==> src/design/fus_defines.svh <==
// Timing figures and field layout for the filter update scheduler.
// Assumes inclusion by bare name from design files.
`ifndef FUS_DEFINES_SVH
`define FUS_DEFINES_SVH
`define FUS_NUM_CH       6
`define FUS_CLK_NS       100
`define FUS_MS_NS        1000000
`define FUS_CJ_MS        14'h2710
`define FUS_FILT_W       3
`define FUS_FILT_MAX     3'h5
`define FUS_CJ_OPEN_TEMP 16'h00FA
`define FUS_P0_NORM      9'h0F6
`define FUS_P0_CJ        9'h1F4
`define FUS_P1_NORM      9'h06A
`define FUS_P1_CJ        9'h0DC
`define FUS_P2_NORM      9'h042
`define FUS_P2_CJ        9'h08C
`define FUS_P3_NORM      9'h039
`define FUS_P3_CJ        9'h07A
`define FUS_P4_NORM      9'h01A
`define FUS_P4_CJ        9'h034
`define FUS_P5_NORM      9'h008
`define FUS_P5_CJ        9'h018
`endif

==> src/design/fus_pkg.sv <==
// Types for the filter update scheduler.
// Assumes fus_defines.svh is compiled alongside.
package fus_pkg;
  typedef struct packed {
    logic [13:0]      ms_div;
    logic             ms_tick;
    logic [13:0]      cj_ms;
    logic [1:0]       cj_req;
    logic [1:0]       cj_mode;
    logic [1:0]       cj_seen;
    logic [1:0][15:0] cj_temp;
    logic [5:0][8:0]  cnt;
    logic [5:0][15:0] word;
    logic [5:0]       upd;
    logic [5:0]       err;
    logic [8:0]       mod_period;
  } fus_state_t;
endpackage

==> src/design/fus_scheduler.sv <==
// Six-channel conversion scheduler: per-channel update timing from filter select,
// cold-junction sampling on channels 0 and 5, data word refresh.
// Assumes configuration and converter results come from logic on core_clk.
//
// Contract
// - Three-bit filter select per channel
// - 4.17 Hz: 246 ms, 500 ms
// - 10.0 Hz: 106 ms, 220 ms
// - 16.7 Hz: 66 ms, 140 ms
// - 19.6 Hz: 57 ms, 122 ms
// - 62 Hz: 26 ms, 52 ms
// - 470 Hz: 8 ms, 24 ms
// - Every channel converts concurrently, own converter
// - Module period is slowest enabled channel
// - Every 10 s channels 0,5 sample sensor
// - After sample, channels 0,5 resume normal
// - Channels 1-4 unaffected by sensor sampling
// - All millivolt: never sample the sensors
// - Data word rewritten once per period
// - Open sensor at power-up reads 25 C
`timescale 1ns/100ps
`default_nettype none
`include "fus_defines.svh"

module fus_scheduler
  import fus_pkg::*;
#(
  parameter int MS_CYCLES = `FUS_MS_NS / `FUS_CLK_NS
) (
  input  wire logic        core_clk,
  input  wire logic        rst_n,
  input  wire logic [17:0] ch_filter,
  input  wire logic [5:0]  ch_enable,
  input  wire logic [5:0]  ch_is_mv,
  input  wire logic [95:0] conv_data,
  input  wire logic [1:0]  cj_open,
  input  wire logic [31:0] cj_data,
  output logic      [95:0] ch_word,
  output logic      [5:0]  ch_update,
  output logic      [5:0]  ch_cfg_err,
  output logic      [1:0]  cold_junction_sensor_sel,
  output logic      [31:0] cold_junction_sensor_temp,
  output logic      [8:0]  module_period_ms
);

  // Tick divider is only 14 bits wide
  if (MS_CYCLES < 2 || MS_CYCLES > 16384) begin : g_bad_ms
    $error("MS_CYCLES out of range");
  end

  localparam logic [13:0] MS_LAST = 14'(MS_CYCLES - 1);

  function automatic logic [8:0] period_ms(input logic [2:0] f, input logic cj);
    logic [8:0] p;
    p = 9'h000;
    unique case (f)
      3'h0: p = cj ? `FUS_P0_CJ : `FUS_P0_NORM;
      3'h1: p = cj ? `FUS_P1_CJ : `FUS_P1_NORM;
      3'h2: p = cj ? `FUS_P2_CJ : `FUS_P2_NORM;
      3'h3: p = cj ? `FUS_P3_CJ : `FUS_P3_NORM;
      3'h4: p = cj ? `FUS_P4_CJ : `FUS_P4_NORM;
      3'h5: p = cj ? `FUS_P5_CJ : `FUS_P5_NORM;
      default: p = 9'h000;
    endcase
    return p;
  endfunction

  function automatic logic cj_active(input logic [1:0] mode, input int ch);
    return (ch == 0) ? mode[0] : ((ch == 5) ? mode[1] : 1'b0);
  endfunction

  fus_state_t s_q;
  fus_state_t s_d;
  logic [2:0] filt [6];
  logic       any_tc;

  ////////////////////////////////////////////////////////////////////////////
  always_comb begin
    logic [8:0] per;
    logic [8:0] maxp;
    int         ch;
    logic       cj_set;
    per    = 9'h000;
    maxp   = 9'h000;
    ch     = 0;
    cj_set = 1'b0;
    s_d  = s_q;
    for (int i = 0; i < 6; i++) begin
      filt[i] = ch_filter[3*i +: 3];
    end
    any_tc = |(ch_enable & ~ch_is_mv);

    s_d.ms_tick = 1'b0;
    if (s_q.ms_div == MS_LAST) begin
      s_d.ms_div  = 14'h0000;
      s_d.ms_tick = 1'b1;
    end else begin
      s_d.ms_div = s_q.ms_div + 14'h0001;
    end

    if (s_q.ms_tick) begin
      if (s_q.cj_ms == `FUS_CJ_MS - 14'h0001) begin
        s_d.cj_ms = 14'h0000;
        if (any_tc) begin
          s_d.cj_req = 2'b11;
          cj_set     = 1'b1;
        end
      end else begin
        s_d.cj_ms = s_q.cj_ms + 14'h0001;
      end
    end

    s_d.upd = 6'h00;
    for (int i = 0; i < 6; i++) begin
      s_d.err[i] = filt[i] > `FUS_FILT_MAX;
      per = period_ms(filt[i], cj_active(s_q.cj_mode, i));
      if (!ch_enable[i] || s_q.err[i]) begin
        s_d.cnt[i] = 9'h000;
      end else if (s_q.ms_tick) begin
        if (s_q.cnt[i] >= per - 9'h001) begin
          s_d.cnt[i]  = 9'h000;
          s_d.upd[i]  = 1'b1;
          s_d.word[i] = conv_data[16*i +: 16];
        end else begin
          s_d.cnt[i] = s_q.cnt[i] + 9'h001;
        end
      end
      if (ch_enable[i] && !s_q.err[i] && per > maxp) begin
        maxp = per;
      end
    end
    s_d.mod_period = maxp;

    // only channels 0 and 5 switch
    for (int k = 0; k < 2; k++) begin
      ch = (k == 0) ? 0 : 5;
      if (!ch_enable[ch] || !any_tc) begin
        s_d.cj_req[k] = 1'b0;
      end
      if (s_d.upd[ch]) begin
        if (s_q.cj_mode[k]) begin
          s_d.cj_mode[k] = 1'b0;
          s_d.cj_seen[k] = 1'b1;
          if (!cj_open[k]) begin
            s_d.cj_temp[k] = cj_data[16*k +: 16];
          end else if (!s_q.cj_seen[k]) begin
            // fixed value when open at power-up
            s_d.cj_temp[k] = `FUS_CJ_OPEN_TEMP;
          end
        end else if (s_q.cj_req[k] && any_tc) begin
          // switch to the sensor for one period
          s_d.cj_mode[k] = 1'b1;
          // Fresh request beats the clear on entry
          s_d.cj_req[k]  = cj_set;
        end
      end
    end
  end

  always_ff @(posedge core_clk or negedge rst_n) begin
    if (!rst_n) begin
      s_q <= '0;
    end else begin
      s_q <= s_d;
    end
  end

  assign ch_word                   = s_q.word;
  assign ch_update                 = s_q.upd;
  assign ch_cfg_err                = s_q.err;
  assign cold_junction_sensor_sel  = s_q.cj_mode;
  assign cold_junction_sensor_temp = s_q.cj_temp;
  assign module_period_ms          = s_q.mod_period;
endmodule
`default_nettype wire

==> config.mk <==
export PLATFORM = sky130hd
export DESIGN_NAME = fus_scheduler
export DESIGN_NICKNAME = d
export VERILOG_FILES = /design/src/design/fus_pkg.sv /design/src/design/fus_scheduler.sv
export VERILOG_INCLUDE_DIRS = /design/src /design/src/design
export SDC_FILE = /design/constraint.sdc
export NUM_CORES = 1
export LEC_CHECK = 0
export BUFFER_PORTS_ARGS = -buffer_cell sky130_fd_sc_hd__buf_2
export CORE_UTILIZATION = 38
export DETAILED_ROUTE_END_ITERATION = 10
export PLACE_DENSITY = 0.71
export SLEW_MARGIN = 20
export SYNTH_ARGS = -nofsm -noshare
export SYNTH_HDL_FRONTEND = slang
export SYNTH_SLANG_ARGS = --single-unit
==> constraint.sdc <==
create_clock -name core_clk -period 16.76 [get_ports core_clk]
set_clock_uncertainty 0.05 [all_clocks]
set_input_delay 2.514 -clock core_clk [delete_from_list [all_inputs] [get_ports core_clk]]
set_output_delay 2.514 -clock core_clk [all_outputs]
set_load 0.02 [all_outputs]
==> run metrics <==
Initial Utilization=38.8%; Residual DRC=0; CTS tree=yes; Mapped Nets=1717; ys flop type=dfrtp_1; Detail Route Antenna Nets=0; hpwl dp=26.4 mm; Critical Path AT=13.99 ns; Yosys Warn Count=0; hold_buf cts=0; Synth Cell Area=14700 um^2; final wirelength=35.0 mm; maximum clock path buffer count=3; placed cell area=15700 um^2; mux share of post-synthesis cell area=9.53%; Slew Limit Fails=0; sequential cell area=5960 um^2; hold path cells=1; Slowest-stage cell, CP=o211ai_1; Site Rows=71; crit end category=flip-flop; most used cell, CP=o21a_1; share of post-route cells with drive strength above 1=31.6%; final worst-path cycle share=81.3%; status=finished, final reports clean; Sink Count=238; total of max-cap violations=0; total grt overflow=0; setup TNS=0 ns; synthesized flop and latch total=238; post-synthesis cell type count=77; Compound-Gate Fraction of Synth Area=15.2%; Worst IR Drop VDD=0.103 mV; FF-to-FF path depth=52; die area=39500 um^2; Die X=199 um; Design Area, Final=16700 um^2; Setup crit end=module_period_ms[0]; Post-Syn Instances=1449; f_max=73.4 MHz; Placed Instances=2091; clock latency at the later pin of the worst-skew pair=0.56 ns; worst reg2reg endpoint=module_period_ms[0]; Post-Synth XOR/XNOR Area=2.09%; power per cell area=89.3 nW/um^2; post-layout net count=1877; Worst EP required=17.13 ns; Multi-input gate area=7270 um^2; adder-cell share of the synthesized area=9.16%; Non-Filler Instances=2141; Core Area=37800 um^2; setup slack, reg-to-reg=4.65 ns; setup bufs post-CTS=0; asr flop ratio synth=100%; first-pass GRT wire length=55.8 mm; TritonCTS Buffers=27; # setup viols final=0; gr usage total=17.5%; Critical R2R Launch=cold_junction_sensor_sel[0]; CTS root buffer=clkbuf_16; First-pass DRT Iterations=5; PortBufs=312; io pins=313; final hold vios=0; Mean Syn Cell Area=10.1 um^2; Max FO, Critical Path=17; height of the die=199 um; Worst-Margin Slew=1.03 ns; largest family of logic cells by synthesized area=compound AO/OA/AOI/OAI gates; initial antenna violation count=1; Final min period=13.62 ns; LEAKAGE=9.01 nW; CP Class=in -> reg; CTS resizes=0; Detailed Route Iter0 Violations=576; vias=11100; Core Util, Final=44.2%; Via density=5.18; RSZ-0062 raised after global routing=false; Placer Congestion=0.880; Max stage delay on crit path=0.62 ns; Startpoint Class=input pin; crit path from=ch_filter[1]; largest net degree at the start of global routing=83; clk slew on worst S/H paths=0.06 ns; Area Overhead vs Synth=13.7%; Worst Hold Class=reg -> reg; post-synthesis sequential area ratio=40.5%; vias in the first global route=10900; simple-gate portion of the synthesized area=13.3%; H-tree Lvls=1; smallest hold slack=0.415 ns; Max-slew headroom=31.0%; EDFF count, synth=0; Filler Cell Count=3644; WL per Instance=16.3 um
[cells in the mapped netlist, types with 6 or more instances]
cell | instances | area share [%]
a211oi_1 | 11 | 0.56
a21o_1 | 54 | 2.8
a21oi_1 | 68 | 2.3
a22o_1 | 33 | 2.0
a31oi_1 | 33 | 1.4
a41oi_1 | 6 | 0.36
and3_1 | 25 | 1.1
buf_4 | 151 | 7.7
clkbuf_1 | 39 | 1.0
dfrtp_1 | 238 | 41
ha_1 | 106 | 9.0
inv_1 | 48 | 1.2
mux2_2 | 106 | 8.1
mux2i_1 | 14 | 0.95
nand2_1 | 70 | 1.8
nand2b_1 | 39 | 1.7
nand3_1 | 50 | 1.7
nand4_1 | 14 | 0.60
nor2_1 | 113 | 2.9
nor2b_1 | 15 | 0.64
nor3_1 | 18 | 0.61
nor4_1 | 9 | 0.38
o211ai_1 | 8 | 0.41
o21a_1 | 15 | 0.77
o21ai_0 | 28 | 0.95
o22a_1 | 13 | 0.77
or3_1 | 9 | 0.38
xnor2_1 | 20 | 1.2
xor2_1 | 15 | 0.89
[registers in the layout, indices dropped and copies added, names as in the netlist]
| register | flops |
|---|---|
| ch_update | 6 |
| ch_cfg_err | 6 |
| cold_junction_sensor_sel | 2 |
| s_q | 87 |
| module_period_ms | 9 |
| cold_junction_sensor_temp | 32 |
| ch_word | 96 |
[worst min path at each step]
stage | from | end | slack [ns]
floorplan | s_q[203] | s_q[203] | 0.38
global placement | s_q[204] | s_q[204] | 0.39
detailed placement | s_q[203] | s_q[203] | 0.40
CTS | s_q[203] | s_q[203] | 0.42
global route | s_q[203] | s_q[203] | 0.43
finish | s_q[203] | s_q[203] | 0.42
[area by class of cell]
| type | count | share of cell area, % |
|---|---|---|
| clock inverter | 18 | 1.62 |
| antenna | 1 | 0.0150 |
| multi-input combinational | 968 | 43.5 |
| inverter | 48 | 1.08 |
| sequential | 238 | 35.6 |
| clock buffer | 31 | 4.25 |
| tap | 511 | 3.82 |
| timing repair buffer | 326 | 10.1 |
[layout by cell type (no fill, tap or decap), types with 5 or more instances in the layout]
cell and count:
a211oi_2 5, a211oi_1 11, nand4_1 14, o22a_1 13, buf_4 12, xnor2_1 20, a31oi_1 33, a41oi_1 6
nor2_1 110, inv_1 48, o21a_1 15, dfrtp_1 238, o21ai_0 28, nand2_1 70, buf_2 311, a22o_1 33
o211ai_1 8, nand2b_1 39, clkinvlp_4 5, bufinv_16 6, nor2b_1 15, nand3_1 50, nor3_1 17, nor4_1 8
a21o_1 54, a21oi_1 68, ha_1 106, or2_2 5, xor2_1 15, mux2i_1 14, mux2_2 106, or3_1 9
clkbuf_16 27, and3_1 25
[per-stage QoR]
stage          total power, W  worst slack, ns
2_1_floorplan        0.000779             4.15
3_3_place_gp         0.000842             3.03
3_5_place_dp         0.000848             2.73
4_1_cts               0.00151             3.30
5_1_grt               0.00156             2.29
6_report              0.00149             3.14
[layer usage]
metal  wire [um]  track usage, %
met5           0               0
met2       16100            28.6
met3        2330            3.97
met1       15600            23.0
met4         904            5.07
[kinds of logic (layout without fill, tap and decap cells)]
family                   count (synthesis)  after routing
XOR/XNOR                                35             35
flip-flops                             238            238
multiplexers                           124            124
AND/OR/NAND/NOR                        391            391
other                                    0              1
buffers and inverters                  243            423
AO/OA/AOI/OAI                          310            310
adder cells (fa/ha/maj)                108            108
[worst max-delay path: cells and delay by family]
family,cells,cell delay (ns)
adder cells (fa/ha/maj),7,2.15
buffers and inverters,3,0.35
AND/OR/NAND/NOR,13,2.44
multiplexers,3,1.10
AO/OA/AOI/OAI,27,5.37
[power by group]
| part | internal [W] | switching (W) |
|---|---|---|
| clock network | 0.000399 | 0.000255 |
| logic | 0.000101 | 0.000150 |
| registers | 0.000584 | 0.00000420 |
No activity file was read; power rests on OpenSTA's default activity.
